$ cat src/hdl/smrd_defines.vh
`ifndef SMRD_DEFINES_VH
`define SMRD_DEFINES_VH

// ****************************************************************
// Register indices
// ****************************************************************
`define SMRD_IDX_SAVE_BASE 32'hc001_0111
`define SMRD_IDX_WIN_BASE 32'hc001_0112
`define SMRD_IDX_WIN_MASK 32'hc001_0113
`define SMRD_IDX_HW_CFG 32'hc001_0015

// ****************************************************************
// Field positions
// ****************************************************************
`define SMRD_ADDR_HI 39
`define SMRD_ADDR_LO 17
`define SMRD_VAR_DRAM_HI 14
`define SMRD_VAR_DRAM_LO 12
`define SMRD_FIX_DRAM_HI 10
`define SMRD_FIX_DRAM_LO 8
`define SMRD_VAR_IOWC_BIT 5
`define SMRD_FIX_IOWC_BIT 4
`define SMRD_VAR_CLOSE_BIT 3
`define SMRD_FIX_CLOSE_BIT 2
`define SMRD_VAR_EN_BIT 1
`define SMRD_FIX_EN_BIT 0
`define SMRD_LOCK_BIT 0
`define SMRD_ENTRY_DIS_BIT 1
`define SMRD_EXIT_DIS_BIT 2

// ****************************************************************
// Fixed window and memory types
// ****************************************************************
`define SMRD_FIX_LO 40'h00_000a_0000
`define SMRD_FIX_HI 40'h00_000b_ffff
`define SMRD_MT_UC 3'h0
`define SMRD_MT_WC 3'h1

// ****************************************************************
// Routing codes and reset values
// ****************************************************************
`define SMRD_RT_MTRR 2'h0
`define SMRD_RT_DRAM 2'h1
`define SMRD_RT_IO 2'h2
`define SMRD_RST_64 64'h0000_0000_0000_0000
`define SMRD_RST_SAVE_BASE 32'h0003_0000

`endif

$ cat src/hdl/smrd_var_match.v
`timescale 1ns/1ps
`default_nettype none
`include "smrd_defines.vh"

// Variable window compare: masked address equals masked base
module smrd_var_match #(
   parameter AW = 40
) (
   input wire [AW-1:0] addr_in,
   input wire [22:0] base_in,
   input wire [22:0] mask_in,
   input wire enable_in,
   output wire hit_out
);
   // ****************************************************************
   // Compare
   // ****************************************************************
   // Low 17 bits never take part, so the window is 128 KB aligned
   assign hit_out = enable_in &&
      ((addr_in[`SMRD_ADDR_HI:`SMRD_ADDR_LO] & mask_in) == (base_in & mask_in));
endmodule
`default_nettype wire

$ cat src/hdl/smrd_special_cycle.v
`timescale 1ns/1ps
`default_nettype none

// Edge detector for mode transitions, one-cycle special-cycle pulses
module smrd_special_cycle (
   input wire clk_in,
   input wire rst_in,
   input wire in_smm_in,
   input wire entry_dis_in,
   input wire exit_dis_in,
   output reg entry_cycle_out,
   output reg exit_cycle_out
);
   reg smm_prev_reg;

   // ****************************************************************
   // Transition pulses
   // ****************************************************************
   // Disable bits only gate the pulse; mode tracking continues
   always @(posedge clk_in or posedge rst_in) begin
      if (rst_in) begin
         smm_prev_reg <= 1'b0;
         entry_cycle_out <= 1'b0;
         exit_cycle_out <= 1'b0;
      end else begin
         smm_prev_reg <= in_smm_in;
         entry_cycle_out <= in_smm_in && !smm_prev_reg && !entry_dis_in;
         exit_cycle_out <= !in_smm_in && smm_prev_reg && !exit_dis_in;
      end
   end
endmodule
`default_nettype wire

$ cat src/hdl/smrd_range_decoder.v
`timescale 1ns/1ps
`default_nettype none
`include "smrd_defines.vh"

module smrd_range_decoder #(
   parameter AW = 40
) (
   input wire clk_in,
   input wire rst_in,
   // Register access port
   input wire reg_wr_in,
   input wire reg_rd_in,
   input wire [31:0] reg_idx_in,
   input wire [63:0] reg_wdata_in,
   output reg [63:0] reg_rdata_out,
   output reg reg_rvalid_out,
   // Core address stream
   input wire acc_valid_in,
   input wire [AW-1:0] acc_addr_in,
   input wire in_smm_in,
   input wire acc_is_data_in,
   // Decoded access
   output reg dec_valid_out,
   output reg [AW-1:0] dec_addr_out,
   output reg [1:0] dec_route_out,
   output reg [2:0] dec_mem_type_out,
   // Special cycles
   output reg entry_cycle_out,
   output reg exit_cycle_out,
   // State visible to the core
   output reg config_lock_bit_out
);
   // ****************************************************************
   // Configuration state
   // ****************************************************************
   reg [31:0] save_area_base_reg;
   reg [22:0] win_base_reg;
   reg [22:0] win_mask_reg;
   reg [2:0] var_window_dram_type_reg;
   reg [2:0] fixed_window_dram_type_reg;
   reg var_window_io_wc_select_reg;
   reg fixed_window_io_wc_select_reg;
   reg var_close_reg;
   reg fixed_close_reg;
   reg var_enable_reg;
   reg fixed_window_enable_reg;
   reg config_lock_reg;
   reg entry_cycle_disable_reg;
   reg exit_cycle_disable_reg;

   wire wr_save;
   wire wr_base;
   wire wr_mask;
   wire wr_hw;
   wire cfg_open;

   // Write strobes per register; unknown indices match none
   assign wr_save = reg_wr_in && (reg_idx_in == `SMRD_IDX_SAVE_BASE);
   assign wr_base = reg_wr_in && (reg_idx_in == `SMRD_IDX_WIN_BASE);
   assign wr_mask = reg_wr_in && (reg_idx_in == `SMRD_IDX_WIN_MASK);
   assign wr_hw = reg_wr_in && (reg_idx_in == `SMRD_IDX_HW_CFG);
   // Locked fields drop writes silently, no error is raised
   assign cfg_open = !config_lock_reg;

   // Save-area base
   always @(posedge clk_in or posedge rst_in) begin
      if (rst_in) begin
         save_area_base_reg <= `SMRD_RST_SAVE_BASE;
      end else if (wr_save && cfg_open) begin
         save_area_base_reg <= reg_wdata_in[31:0];
      end
   end

   // Variable window base; low 17 bits are never stored
   always @(posedge clk_in or posedge rst_in) begin
      if (rst_in) begin
         win_base_reg <= 23'h00_0000;
      end else if (wr_base && cfg_open) begin
         win_base_reg <= reg_wdata_in[`SMRD_ADDR_HI:`SMRD_ADDR_LO];
      end
   end

   // Close bits stay writable so a locked handler can still reach I/O
   always @(posedge clk_in or posedge rst_in) begin
      if (rst_in) begin
         var_close_reg <= 1'b0;
         fixed_close_reg <= 1'b0;
      end else if (wr_mask) begin
         var_close_reg <= reg_wdata_in[`SMRD_VAR_CLOSE_BIT];
         fixed_close_reg <= reg_wdata_in[`SMRD_FIX_CLOSE_BIT];
      end
   end

   // Remaining mask fields freeze once the lock is set
   always @(posedge clk_in or posedge rst_in) begin
      if (rst_in) begin
         win_mask_reg <= 23'h00_0000;
         var_window_dram_type_reg <= 3'h0;
         fixed_window_dram_type_reg <= 3'h0;
         var_window_io_wc_select_reg <= 1'b0;
         fixed_window_io_wc_select_reg <= 1'b0;
         var_enable_reg <= 1'b0;
         fixed_window_enable_reg <= 1'b0;
      end else if (wr_mask && cfg_open) begin
         win_mask_reg <= reg_wdata_in[`SMRD_ADDR_HI:`SMRD_ADDR_LO];
         var_window_dram_type_reg <=
            reg_wdata_in[`SMRD_VAR_DRAM_HI:`SMRD_VAR_DRAM_LO];
         fixed_window_dram_type_reg <=
            reg_wdata_in[`SMRD_FIX_DRAM_HI:`SMRD_FIX_DRAM_LO];
         var_window_io_wc_select_reg <= reg_wdata_in[`SMRD_VAR_IOWC_BIT];
         fixed_window_io_wc_select_reg <= reg_wdata_in[`SMRD_FIX_IOWC_BIT];
         var_enable_reg <= reg_wdata_in[`SMRD_VAR_EN_BIT];
         fixed_window_enable_reg <= reg_wdata_in[`SMRD_FIX_EN_BIT];
      end
   end

   // Lock and special-cycle disables; a set lock also freezes itself
   always @(posedge clk_in or posedge rst_in) begin
      if (rst_in) begin
         config_lock_reg <= 1'b0;
         entry_cycle_disable_reg <= 1'b0;
         exit_cycle_disable_reg <= 1'b0;
      end else if (wr_hw && cfg_open) begin
         // Lock only ever sets here; reset alone clears it
         config_lock_reg <= reg_wdata_in[`SMRD_LOCK_BIT];
         entry_cycle_disable_reg <= reg_wdata_in[`SMRD_ENTRY_DIS_BIT];
         exit_cycle_disable_reg <= reg_wdata_in[`SMRD_EXIT_DIS_BIT];
      end
   end

   // ****************************************************************
   // Register read
   // ****************************************************************
   reg [63:0] rdata_next;

   // Reserved bits read as zero
   always @* begin
      rdata_next = `SMRD_RST_64;
      case (reg_idx_in)
         `SMRD_IDX_SAVE_BASE: begin
            rdata_next[31:0] = save_area_base_reg;
         end
         `SMRD_IDX_WIN_BASE: begin
            rdata_next[`SMRD_ADDR_HI:`SMRD_ADDR_LO] = win_base_reg;
         end
         `SMRD_IDX_WIN_MASK: begin
            rdata_next[`SMRD_ADDR_HI:`SMRD_ADDR_LO] = win_mask_reg;
            rdata_next[`SMRD_VAR_DRAM_HI:`SMRD_VAR_DRAM_LO] = var_window_dram_type_reg;
            rdata_next[`SMRD_FIX_DRAM_HI:`SMRD_FIX_DRAM_LO] = fixed_window_dram_type_reg;
            rdata_next[`SMRD_VAR_IOWC_BIT] = var_window_io_wc_select_reg;
            rdata_next[`SMRD_FIX_IOWC_BIT] = fixed_window_io_wc_select_reg;
            rdata_next[`SMRD_VAR_CLOSE_BIT] = var_close_reg;
            rdata_next[`SMRD_FIX_CLOSE_BIT] = fixed_close_reg;
            rdata_next[`SMRD_VAR_EN_BIT] = var_enable_reg;
            rdata_next[`SMRD_FIX_EN_BIT] = fixed_window_enable_reg;
         end
         `SMRD_IDX_HW_CFG: begin
            rdata_next[`SMRD_LOCK_BIT] = config_lock_reg;
            rdata_next[`SMRD_ENTRY_DIS_BIT] = entry_cycle_disable_reg;
            rdata_next[`SMRD_EXIT_DIS_BIT] = exit_cycle_disable_reg;
         end
         default: begin
            rdata_next = `SMRD_RST_64;
         end
      endcase
   end

   // Read answer stands one cycle; idle cycles show zero
   always @(posedge clk_in or posedge rst_in) begin
      if (rst_in) begin
         reg_rdata_out <= `SMRD_RST_64;
         reg_rvalid_out <= 1'b0;
      end else begin
         reg_rdata_out <= reg_rd_in ? rdata_next : `SMRD_RST_64;
         reg_rvalid_out <= reg_rd_in;
      end
   end

   // Lock mirror for the core, one cycle behind the register
   always @(posedge clk_in or posedge rst_in) begin
      if (rst_in) begin
         config_lock_bit_out <= 1'b0;
      end else begin
         config_lock_bit_out <= config_lock_reg;
      end
   end

   // ****************************************************************
   // Window hits
   // ****************************************************************
   wire fix_hit = fixed_window_enable_reg &&
      (acc_addr_in >= `SMRD_FIX_LO) && (acc_addr_in <= `SMRD_FIX_HI);
   wire var_hit;

   // Variable window compare lives in its own module
   smrd_var_match #(
      .AW(AW)
   ) u_var_match (
      .addr_in(acc_addr_in),
      .base_in(win_base_reg),
      .mask_in(win_mask_reg),
      .enable_in(var_enable_reg),
      .hit_out(var_hit)
   );

   // ****************************************************************
   // Route and memory type
   // ****************************************************************
   reg [1:0] route_next;
   reg [2:0] type_next;
   wire fix_to_dram;
   wire var_to_dram;

   // Close bits divert only data accesses made inside the mode
   assign fix_to_dram = in_smm_in && !(fixed_close_reg && acc_is_data_in);
   assign var_to_dram = in_smm_in && !(var_close_reg && acc_is_data_in);

   // Fixed window checked first; overlaps are software's problem
   always @* begin
      route_next = `SMRD_RT_MTRR;
      type_next = `SMRD_MT_UC;
      if (fix_hit) begin
         if (fix_to_dram) begin
            route_next = `SMRD_RT_DRAM;
            type_next = fixed_window_dram_type_reg;
         end else begin
            // Outside mode the window never reaches DRAM or caches
            route_next = `SMRD_RT_IO;
            type_next = fixed_window_io_wc_select_reg ? `SMRD_MT_WC : `SMRD_MT_UC;
         end
      end else if (var_hit) begin
         if (var_to_dram) begin
            route_next = `SMRD_RT_DRAM;
            type_next = var_window_dram_type_reg;
         end else begin
            route_next = `SMRD_RT_IO;
            type_next = var_window_io_wc_select_reg ? `SMRD_MT_WC : `SMRD_MT_UC;
         end
      end
   end

   // One cycle decode latency
   always @(posedge clk_in or posedge rst_in) begin
      if (rst_in) begin
         dec_valid_out <= 1'b0;
         dec_addr_out <= {AW{1'b0}};
         dec_route_out <= `SMRD_RT_MTRR;
         dec_mem_type_out <= `SMRD_MT_UC;
      end else begin
         dec_valid_out <= acc_valid_in;
         dec_addr_out <= acc_addr_in;
         dec_route_out <= route_next;
         dec_mem_type_out <= type_next;
      end
   end

   // ****************************************************************
   // Special cycles
   // ****************************************************************
   wire entry_pulse;
   wire exit_pulse;

   // Mode edge detector; its pulses are registered again below
   smrd_special_cycle u_special_cycle (
      .clk_in(clk_in),
      .rst_in(rst_in),
      .in_smm_in(in_smm_in),
      .entry_dis_in(entry_cycle_disable_reg),
      .exit_dis_in(exit_cycle_disable_reg),
      .entry_cycle_out(entry_pulse),
      .exit_cycle_out(exit_pulse)
   );

   // Re-registered so the top outputs come from flops here
   always @(posedge clk_in or posedge rst_in) begin
      if (rst_in) begin
         entry_cycle_out <= 1'b0;
         exit_cycle_out <= 1'b0;
      end else begin
         entry_cycle_out <= entry_pulse;
         exit_cycle_out <= exit_pulse;
      end
   end
endmodule
`default_nettype wire

$ cat config.mk
export PLATFORM = sky130hd
export DESIGN_NAME = smrd_range_decoder
export DESIGN_NICKNAME = d
export VERILOG_FILES = /design/src/hdl/smrd_var_match.v /design/src/hdl/smrd_special_cycle.v /design/src/hdl/smrd_range_decoder.v
export VERILOG_INCLUDE_DIRS = /design/src /design/src/hdl
export SDC_FILE = /design/constraint.sdc
export NUM_CORES = 1
export LEC_CHECK = 0
export BUFFER_PORTS_ARGS = -buffer_cell sky130_fd_sc_hd__buf_2
export CORE_MARGIN = 8
export CORE_UTILIZATION = 45
export CTS_CLUSTER_DIAMETER = 50
export DETAILED_ROUTE_END_ITERATION = 6
export PLACE_DENSITY = 0.76
export SLEW_MARGIN = 20
export SYNTH_ARGS = -nofsm -noshare
export SYNTH_HDL_FRONTEND = slang
export SYNTH_SLANG_ARGS = --single-unit
$ cat constraint.sdc
create_clock -name clk_in -period 4.96 [get_ports clk_in]
set_input_delay 0 -clock clk_in [delete_from_list [all_inputs] [get_ports clk_in]]
set_output_delay 0 -clock clk_in [all_outputs]
set_load 0.02 [all_outputs]
==> impl_results.md, run 1 <==
* Setup TNS Final at 0 ns
* 1st-iter DRT viols at around 200
* CTS tree: yes
* Worst path required time at 5.26 ns
* PD cells at 312 nW/µm²
* Initial antenna violation count at 0
* HPWL after DPL at 14.1 mm
* H-tree levels at 4
* Final Setup Violations at 0
* Synth Flop Type: dfrtp_1
* Overall routed net length at 20.3 mm
* Mean routed wirelength per cell at 19.5 µm
* Site Rows at 46
* CTS buffer count at 17
* Reg2reg start: config_lock_reg
* Core Box Area at 15,900 µm²
* Worst min-delay path category: in -> reg
* CP startpoint kind: flip-flop
* WS Path Type: reg -> reg
* Clk buf depth at 2
* Min Tclk post-route at ~2.6 ns
* Synth top area cells: dfrtp_1, mux2_2, xor2_1
* DRC viols at 0
* Yosys top cell by area: dfrtp_1
* Area of the die at 20,600 µm²
* Maximum achievable frequency at 387 MHz
* Slew @ Worst Pin at 1.08 ns
* Post-Syn Area at 7330 µm²
* Root Driver: clkbuf_16
* Postcts setup bufs at 0
* #FFs+latches synth at 186
* Distinct cells, synth at 37
* Placer Congestion at 0.838
* Later-pin clock latency in the skew report at ~0.42 ns
* Top cells by count, synth: dfrtp_1, mux2_2, nor2_1, a22oi_1, buf_4
* Largest net degree at the start of global routing at 77
* Grt ovf at 0
* Vias at 5,177
* Async set or reset register ratio after synthesis at 100%
* Psw at 737 µW
* Slew HR at approximately 28%
* Starting Density at 46.1%
* Chip Width at 144 µm
* Reg2Reg Depth at 4
* Arrival @ worst endpoint at 2.89 ns
* Most frequent cell after synthesis: dfrtp_1
* Crit-path max FO at 18
* Critical Path Sink: save_area_base_reg[29]
* Post-synth EDFFs at 0
* Cell count after synthesis at 511
* Comb pwr share at under 10%
* RR Endpoint: save_area_base_reg[29]
* Outcome: completed
* Clock slew at reported path FFs at ~0.070 ns
* Worst setup margin at 2.38 ns
* Int Pwr at 2350 µW
* Port Buffers at 208
* Vias in the first global route at 5,688
* Synth-to-layout area growth at 35.5%
* Crit path launch: config_lock_reg
* Static leakage at 0.00513 µW
* First-pass GRT wire length at 31.0 mm
* Clock skew at 0.00851 ns
* First-pass iteration count of the detailed router at 4
* Clk sinks at 186
* Final Cycle Share at 52.0%
* Register-to-register setup slack at 2.38 ns
* Hold-fix buffers, CTS at 84
* Layout Nets at 951
* Share of layout cells above drive strength 1 at between 40 and 50%
* Endpoint class of the critical path: flip-flop
* VDD IR-drop max at 0.232 mV
* Register area share after synthesis at 63.6%
* Ant. Diodes at 0
* Mean Syn Cell Area at roughly 14 µm²
* Clock power frac at 42.2%
* Post-CTS sizing at 0
* Share of the synthesized area in the top cell type at between 60% and 70%
* I/O pin count at 257
* RSZ-0062 raised after global routing: no
* Worst slack, placed at 1.92 ns
* Vias/cell at 4.99
* Sw frac at 23.8%
* Hold Fails Final Rpt at 0
* Max Transition Viols Final at 0
* Height of the die at 144 µm
* Max cap viols at 0
* Fillers at ~1,200
* GRT Overall Usage at 19.8%
* Remaining antenna violation count at 0
* Yosys Warn Count at 0
* Reg power frac at 49.8%
==> cell families (layout without fill, tap and decap cells) <==
group,Yosys count,count (layout),synth area share (%)
compound gates,41,41,4.30
other cells,1,24,0.0512
xor+xnor,23,23,2.75
simple gates,90,90,6.61
mux,126,126,19.1
buf+inv,44,331,3.65
flops,186,186,63.6
==> through the flow <==
stage / std cells / util [%] / power [µW] / hold WS [ns] / area [µm²]
2_1_floorplan: 534 / - / 1680 / 0.0314 / 7420
3_3_place_gp: 921 / 53.6 / 1760 / 0.110 / 8510
3_5_place_dp: 921 / 53.6 / 1760 / 0.109 / 8510
4_1_cts: 1037 / 62.5 / 3120 / 0.0290 / 9920
5_1_grt: 1037 / 62.5 / 3200 / 0.0563 / 9920
6_report: 1037 / 62.5 / 3090 / 0.0410 / 9920
==> layout make-up <==
| class | count | area, µm² | area share [%] |
|---|---|---|---|
| Inverter | 2 | 11.3 | 0.113 |
| Multi-Input combinational cell | 304 | 2490 | 25.1 |
| Clock buffer | 18 | 439 | 4.43 |
| Tap cell | 216 | 270 | 2.72 |
| Clock inverter | 14 | 134 | 1.35 |
| Timing Repair Buffer | 297 | 1920 | 19.3 |
| Sequential cell | 186 | 4660 | 46.9 |
==> worst min path at each step <==
stage	end	from	cells after the start	slack (ns)
floorplan	dec_addr_out[0]	acc_addr_in[0]	0	0.03
global placement	dec_addr_out[2]	acc_addr_in[2]	1	0.11
detailed placement	dec_addr_out[11]	acc_addr_in[11]	1	0.11
CTS	dec_route_out[1]	acc_is_data_in	4	0.03
global route	dec_route_out[1]	acc_is_data_in	4	0.06
finish	dec_route_out[1]	acc_is_data_in	4	0.04
==> worst max-delay path, cell delays in order, from the launching register on <==
cell	delay (ns)
dfrtp_1	0.41
nor2b_1	0.28
nand4b_1	0.89
buf_4	0.58
mux2_2	0.31
==> per-layer routing <==
metal / track usage [%] / up-vias / wire length (µm)
li1: - / 2356 / -
met1: 23.1 / 2638 / 8220
met2: 35.7 / 170 / 10600
met3: 4.74 / 13 / 1290
met4: 5.48 / 0 / 139
met5: 0 / - / 0
==> cells in the final DEF, fill, tap and decap left out, types with 2 or more instances in the layout <==
master,netlist,routed
xor2_1,23,23
and3_1,3,3
a31o_2,2,2
nor4b_1,4,4
nor3b_1,2,2
nor3_1,2,2
clkbuf_16,0,17
a22oi_1,26,26
nand4b_1,2,2
a21boi_0,2,2
clkinv_2,0,2
o2bb2ai_1,3,3
conb_1,1,24
a22o_1,5,5
or4_1,4,4
buf_2,10,208
nor2_1,34,34
inv_6,0,5
mux2i_1,17,17
dfrtp_1,184,184
nand2_1,6,6
nor2b_1,4,4
clkinvlp_4,0,5
mux2_2,109,109
buf_4,24,5
dlygate4sd3_1,0,84
nand3_1,7,6
dfstp_2,2,2
nor4_1,7,7
nand4_1,4,4
nand2b_1,2,2
and2_1,5,5
==> power groups by stage <==
stage | sequential [µW] | clock [µW] | combinational, µW
2_1_floorplan | 1590 | 0 | 80.5
4_1_cts | 1540 | 1330 | 247
6_report | 1540 | 1310 | 246
3_3_place_gp | 1570 | 0 | 188
3_5_place_dp | 1570 | 0 | 193
5_1_grt | 1540 | 1390 | 266
(Power assumes the default switching activity.)
==> run 2: changes to the inputs <==
- ABC_AREA: not set -> 1
- CORE_UTILIZATION: 45 -> 51
- PLACE_DENSITY: 0.76 -> 0.8
- clock period: 4.96 -> 2.5 ns (I/O delays scaled with it)
==> impl_results.md, run 2 <==
* Slowest CP cell: nor2_2
* Worst slack, placed at 0.447 ns (-1.47 ns)
* Largest net degree at the start of global routing at 104 (+35%)
* Final Cycle Share at 72.3% (+20 points)
* Yosys top cell by area: dfrtp_1
* Fin cells at 1,378 (+33%)
* Max Transition Viols Final at 0 (unchanged)
* Min Tclk post-route at 1.81 ns (-0.774 ns)
* Worst min-delay path category: in -> async
* Vias in the first global route at 7,066 (+24%)
* Layout Nets at 1,321 (+39%)
* DRC viols at 0 (unchanged)
* Clock skew at 0.00618 ns (-0.00233 ns)
* Clock slew at reported path FFs at 0.07 ns (about the same)
* Synth top area cells: dfrtp_1, nand2_1, nand3_1
* First-pass iteration count of the detailed router at 5 (+1)
* Clk buf depth at 2 (unchanged)
* Overall routed net length at 21.4 mm (+5.7%)
* Async set or reset register ratio after synthesis at 100% (unchanged)
* Root Driver: clkbuf_16
* Max cap viols at 0 (unchanged)
* First-pass GRT wire length at 34.9 mm (+13%)
* CTS buffer count at 17 (unchanged)
* Mean routed wirelength per cell at 15.5 µm (-20%)
* Met1 Usage GRT at 26.2% (+3.1 points)
* Initial antenna violation count at 0 (unchanged)
* CP startpoint kind: flip-flop
* Post-Syn Area at 7880 µm² (+7.5%)
* Yosys Warn Count at 0 (unchanged)
* Worst setup margin at 0.693 ns (-1.69 ns)
* Mean Syn Cell Area at 8.94 µm² (-38%)
* Most frequent cell after synthesis: nand2_1
* Endpoint class of the critical path: flip-flop
* CTS tree: yes
* Core Box Area at 15,100 µm² (-4.7%)
* Post-synth EDFFs at 0 (unchanged)
* HPWL after DPL at 14.2 mm (+0.59%)
* Setup TNS Final at 0 ns (unchanged)
* Share of the synthesized area in the top cell type at 58.4% (-4.4 points)
* Port Buffers at 208 (unchanged)
* Postcts setup bufs at 0 (unchanged)
* RSZ-0062 raised after global routing: no
* Remaining antenna violation count at 0 (unchanged)
* Vias/cell at 4.92 (-1.5%)
* PD cells at 582 nW/µm² (+87%)
* Crit-path max FO at 46 (+28)
* Most frequent cells in the layout: nand2_1, buf_2, dfrtp_1
* Starting Density at 52.0% (+5.9 points)
* Slowest Stage Delay on Critical Path at 0.55 ns (-0.34 ns)
* GRT Overall Usage at 22.5% (+2.7 points)
* Grt ovf at 0 (unchanged)
* Height of the die at 140 µm (-2.3%)
* Site Rows at 45 (-2.2%)
* Share of layout cells above drive strength 1 at 24.8% (-19 points)
* 1st-iter DRT viols at 479 (+140%)
* WS Path Type: reg -> reg
* Busiest grt layer: met2
* CP Cell Sequence: nor2_2, nand2_4, nand2_1, o21ai_1
* Distinct cells, synth at 36 (-2.7%)
* Arrival @ worst endpoint at 2.10 ns (-0.79 ns)
* M2 GR Usage at 38.9% (+3.2 points)
* Later-pin clock latency in the skew report at 0.42 ns (about the same)
* Ant. Diodes at 0 (unchanged)
* I/O pin count at 257 (unchanged)
* H-tree levels at 4 (unchanged)
* Worst path required time at 2.79 ns (-2.47 ns)
* Synth Flop Type: dfrtp_1
* Static leakage at 0.00544 µW (+6.0%)
* Chip Width at 140 µm (-2.3%)
* Synth-to-layout area growth at 32.3%
* Hold slack at 0.0337 ns (-0.00723 ns)
* Top cells by count, synth: nand2_1, dfrtp_1, inv_1, nor2_1, nand3_1
* Final Setup Violations at 0 (unchanged)
* VDD IR-drop max at 0.424 mV (+83%)
* Clk sinks at 186 (unchanged)
* Vias at 6,777 (+31%)
* Area of the die at 19,700 µm² (-4.6%)
* Placed Cells at 1,261 (+37%)
* Maximum achievable frequency at 553 MHz (+43%)
* Outcome: completed
* Hold Fails Final Rpt at 0 (unchanged)
* Placer Congestion at 0.815 (-2.8%)
* Cell count after synthesis at 881 (+72%)
* Routing usage on met3 at 4.96% (+0.22 points)
* #FFs+latches synth at 186 (unchanged)
* Register area share after synthesis at 59.1% (-4.5 points)
* Slew HR at 56.2% (+29 points)
* Slew @ Worst Pin at 0.656 ns (-0.424 ns)
* Most common cell after layout, fill and taps aside: nand2_1
[run 2: logic make-up (layout without fill, tap and decap cells)]
family          after synthesis  in the layout  share of synthesized area, %
simple gates                424            424                          23.1
flops                       186            186                          59.1
buf+inv                     158            444                          9.59
compound gates              111            111                          8.04
other cells                   1             24                        0.0476
mux                           1              1                         0.143
[run 2: power breakdown]
group | switching [µW] | internal (µW)
clock network | 1100 | 1420
registers | 9.01 | 3050
logic | 286 | 206
total | 1390 | 4670
[run 2: final timing paths]
path | from | to | slack [ns] | cells after the start
worst min-delay path | rst_in | dec_addr_out[15] | 0.03 | 3
worst max register to register | config_lock_reg | win_base_reg[7] | 0.69 | 4
worst max-delay path | config_lock_reg | win_base_reg[7] | 0.69 | 4
max in group asynchronous | rst_in | win_base_reg[13] | 1.71 | 4
min in group clk_in | reg_idx_in[11] | reg_rdata_out[21] | 0.09 | 8
worst min register to register | u_special_cycle.entry_cycle_out | entry_cycle_out | 0.36 | 0
[run 2: area by class of cell]
type                    instances  area (µm²)
clock buffers                  20         457
multi-input cells             560        2550
clock inverters                11        97.6
inverters                     106         403
fillers                      1157        4720
well taps                     188         235
repair buffers                307        2020
flip-flops and latches        186        4660
[run 2: critical path, delay by kind of cell, from the launching register on]
kind	cells	cell delay [ns]
AND/OR/NAND/NOR	3	1.15
AO/OA/AOI/OAI	1	0.08
flip-flops	1	0.43
[run 2: layer usage]
metal	part of all wire, %	wire length [µm]
met3	5.8	1240
met2	51	10900
met4	2.6	552
met1	41	8770
met5	0	0
[run 2: through the flow]
| stage | cell area, µm² | util (%) | power (µW) |
|---|---|---|---|
| 3_3_place_gp | 9010 | 59.5 | 3490 |
| 2_1_floorplan | 7970 | - | 3340 |
| 5_1_grt | 10400 | 68.8 | 6290 |
| 3_5_place_dp | 9010 | 59.5 | 3500 |
| 4_1_cts | 10400 | 68.8 | 6110 |
| 6_report | 10400 | 68.8 | 6060 |
[run 2: repair_timing]
| action | 4_1_cts | 5_1_grt |
|---|---|---|
| hold endpoints to repair | 323 | 0 |
| resized for setup | 0 | 0 |
| hold buffers | 86 | 0 |
==> run 3: changes to the inputs <==
- ABC_AREA: 1 -> 0
- CORE_UTILIZATION: 51 -> 45
- PLACE_DENSITY: 0.8 -> 0.76
- clock period: 2.5 -> 1.6 ns (I/O delays scaled with it)
==> impl_results.md, run 3 (synthesis results as in run 1) <==
* Layout Nets at 999 (-24%)
* Worst slack, placed at -0.291 ns (-0.737 ns)
* Root Driver: clkbuf_16
* Most frequent cells in the layout: buf_2, dfrtp_1, mux2_2
* Overall routed net length at 21.5 mm (+0.31%)
* VDD IR-drop max at 0.753 mV (+78%)
* Max Transition Viols Final at 0 (unchanged)
* Static leakage at 0.00544 µW (-0.12%)
* Arrival @ worst endpoint at 1.98 ns (-0.12 ns)
* CTS tree: yes
* I/O pin count at 257 (unchanged)
* Placer Congestion at 0.849 (+4.2%)
* Worst min-delay path category: in -> reg
* Setup TNS Final at -0.0157 ns (-0.0157 ns)
* Synth-to-layout area growth at 42.6%
* Min Tclk post-route at 1.61 ns (-0.196 ns)
* Grt ovf at 0 (unchanged)
* Remaining antenna violation count at 0 (unchanged)
* Crit-path max FO at 4 (-91%)
* PD cells at 946 nW/µm² (+63%)
* Port Buffers at 208 (unchanged)
* Starting Density at 46.1% (-5.9 points)
* GRT Overall Usage at 21.3% (-1.2 points)
* Hold Fails Final Rpt at 0 (unchanged)
* Later-pin clock latency in the skew report at 0.43 ns (about the same)
* Maximum achievable frequency at 621 MHz (+12%)
* Endpoint class of the critical path: flip-flop
* Clock skew at 0.0109 ns (+0.00469 ns)
* Violated checks: setup timing
* CTS buffer count at 17 (unchanged)
* Design Area, Final at 10,400 µm² (+0.18%)
* Site Rows at 46 (+2.2%)
* Initial antenna violation count at 1 (+1)
* Vias in the first global route at 6,242 (-12%)
* Clock slew at reported path FFs at 0.06 ns (about the same)
* CP startpoint kind: flip-flop
* Worst setup margin at -0.0112 ns (-0.704 ns)
* WS Path Type: reg -> reg
* Most common cell after layout, fill and taps aside: buf_2
* 1st-iter DRT viols at 236 (-51%)
* First-pass iteration count of the detailed router at 4 (-1)
* DRC viols at 0 (unchanged)
* Final Cycle Share at 101% (+28 points)
* Vias at 5,476 (-19%)
* Max cap viols at 0 (unchanged)
* First-pass GRT wire length at 33.5 mm (-4.2%)
* Final core utilization at 65.8% (-3.1 points)
* Height of the die at 144 µm (+2.4%)
* Area of the die at 20,600 µm² (+4.8%)
* Clk sinks at 186 (unchanged)
* Post-placement cell area at 8940 µm² (-0.81%)
* H-tree levels at 4 (unchanged)
* RSZ-0062 raised after global routing: yes
* Final Setup Violations at 2 (+2)
* Mean routed wirelength per cell at 19.8 µm (+27%)
* Worst path required time at 1.97 ns (-0.82 ns)
* Outcome: finished, violations left
* Core Box Area at 15,900 µm² (+4.9%)
* Chip Width at 144 µm (+2.4%)
* Vias/cell at 5.04 (+2.5%)
* Clk buf depth at 2 (unchanged)
* Largest net degree at the start of global routing at 84 (-19%)
* HPWL after DPL at 15.1 mm (+6.0%)
* Share of layout cells above drive strength 1 at 48.0% (+23 points)
## run 3: layout make-up
cell class	instances	area [µm²]
clock inverters	10	143
well taps	216	270
fillers	1150	5440
diodes	1	2.50
repair buffers	345	2350
flip-flops and latches	186	4660
clock buffers	22	464
inverters	2	11.3
multi-input cells	304	2540
## run 3: path summary, 6_finish.rpt
| path | start | to | slack (ns) | cells after the start |
|---|---|---|---|---|
| min reg2reg | u_special_cycle.exit_cycle_out | exit_cycle_out | 0.35 | 0 |
| max | win_base_reg[2] | dec_route_out[0] | -0.01 | 6 |
| max in group asynchronous | rst_in | win_base_reg[5] | 0.75 | 4 |
| min | reg_idx_in[0] | reg_rdata_out[17] | 0.03 | 3 |
| min in group asynchronous | rst_in | dec_addr_out[14] | 0.11 | 3 |
| max reg2reg | win_base_reg[2] | dec_route_out[0] | -0.01 | 6 |
## run 3: power breakdown
group,internal [µW],switching [µW],leakage (µW)
Combinational,360,457,0.00266
Clock,2550,1740,0.000295
Sequential,4760,18.3,0.00249
Total,7670,2210,0.00544
## run 3: stage by stage
step | instances | total power [µW] | hold WS, ns
global route | 1086 | 10300 | 0.0360
floorplan | 534 | 5190 | 0.0314
finish | 1086 | 9880 | 0.0306
global placement | 968 | 5490 | -0.00489
detailed placement | 968 | 5510 | -0.00597
CTS | 1084 | 9960 | 0.0129
## run 3: worst max-delay path, cell delays in order (launching register included)
cell	delay (ns)
dfrtp_1	0.40
xor2_1	0.18
a22oi_2	0.21
nand4_1	0.24
nor3_2	0.23
buf_4	0.15
a31o_2	0.15
## run 3: metal layers
layer  global-route usage [%]  part of all wire (%)  vias up
li1                         -                     -     2460
met1                     23.8                    39     2744
met2                     37.2                    51      230
met3                     6.64                   7.8       42
met4                     8.47                   2.4        0
met5                        0                     0        -
## run 3: repair_timing
action	CTS	global route
setup buffers	0	1
hold endpoints to repair	323	0
resized for setup	6	4
pin swaps	3	6
hold buffers	84	0
endpoints found under the setup margin	6	6
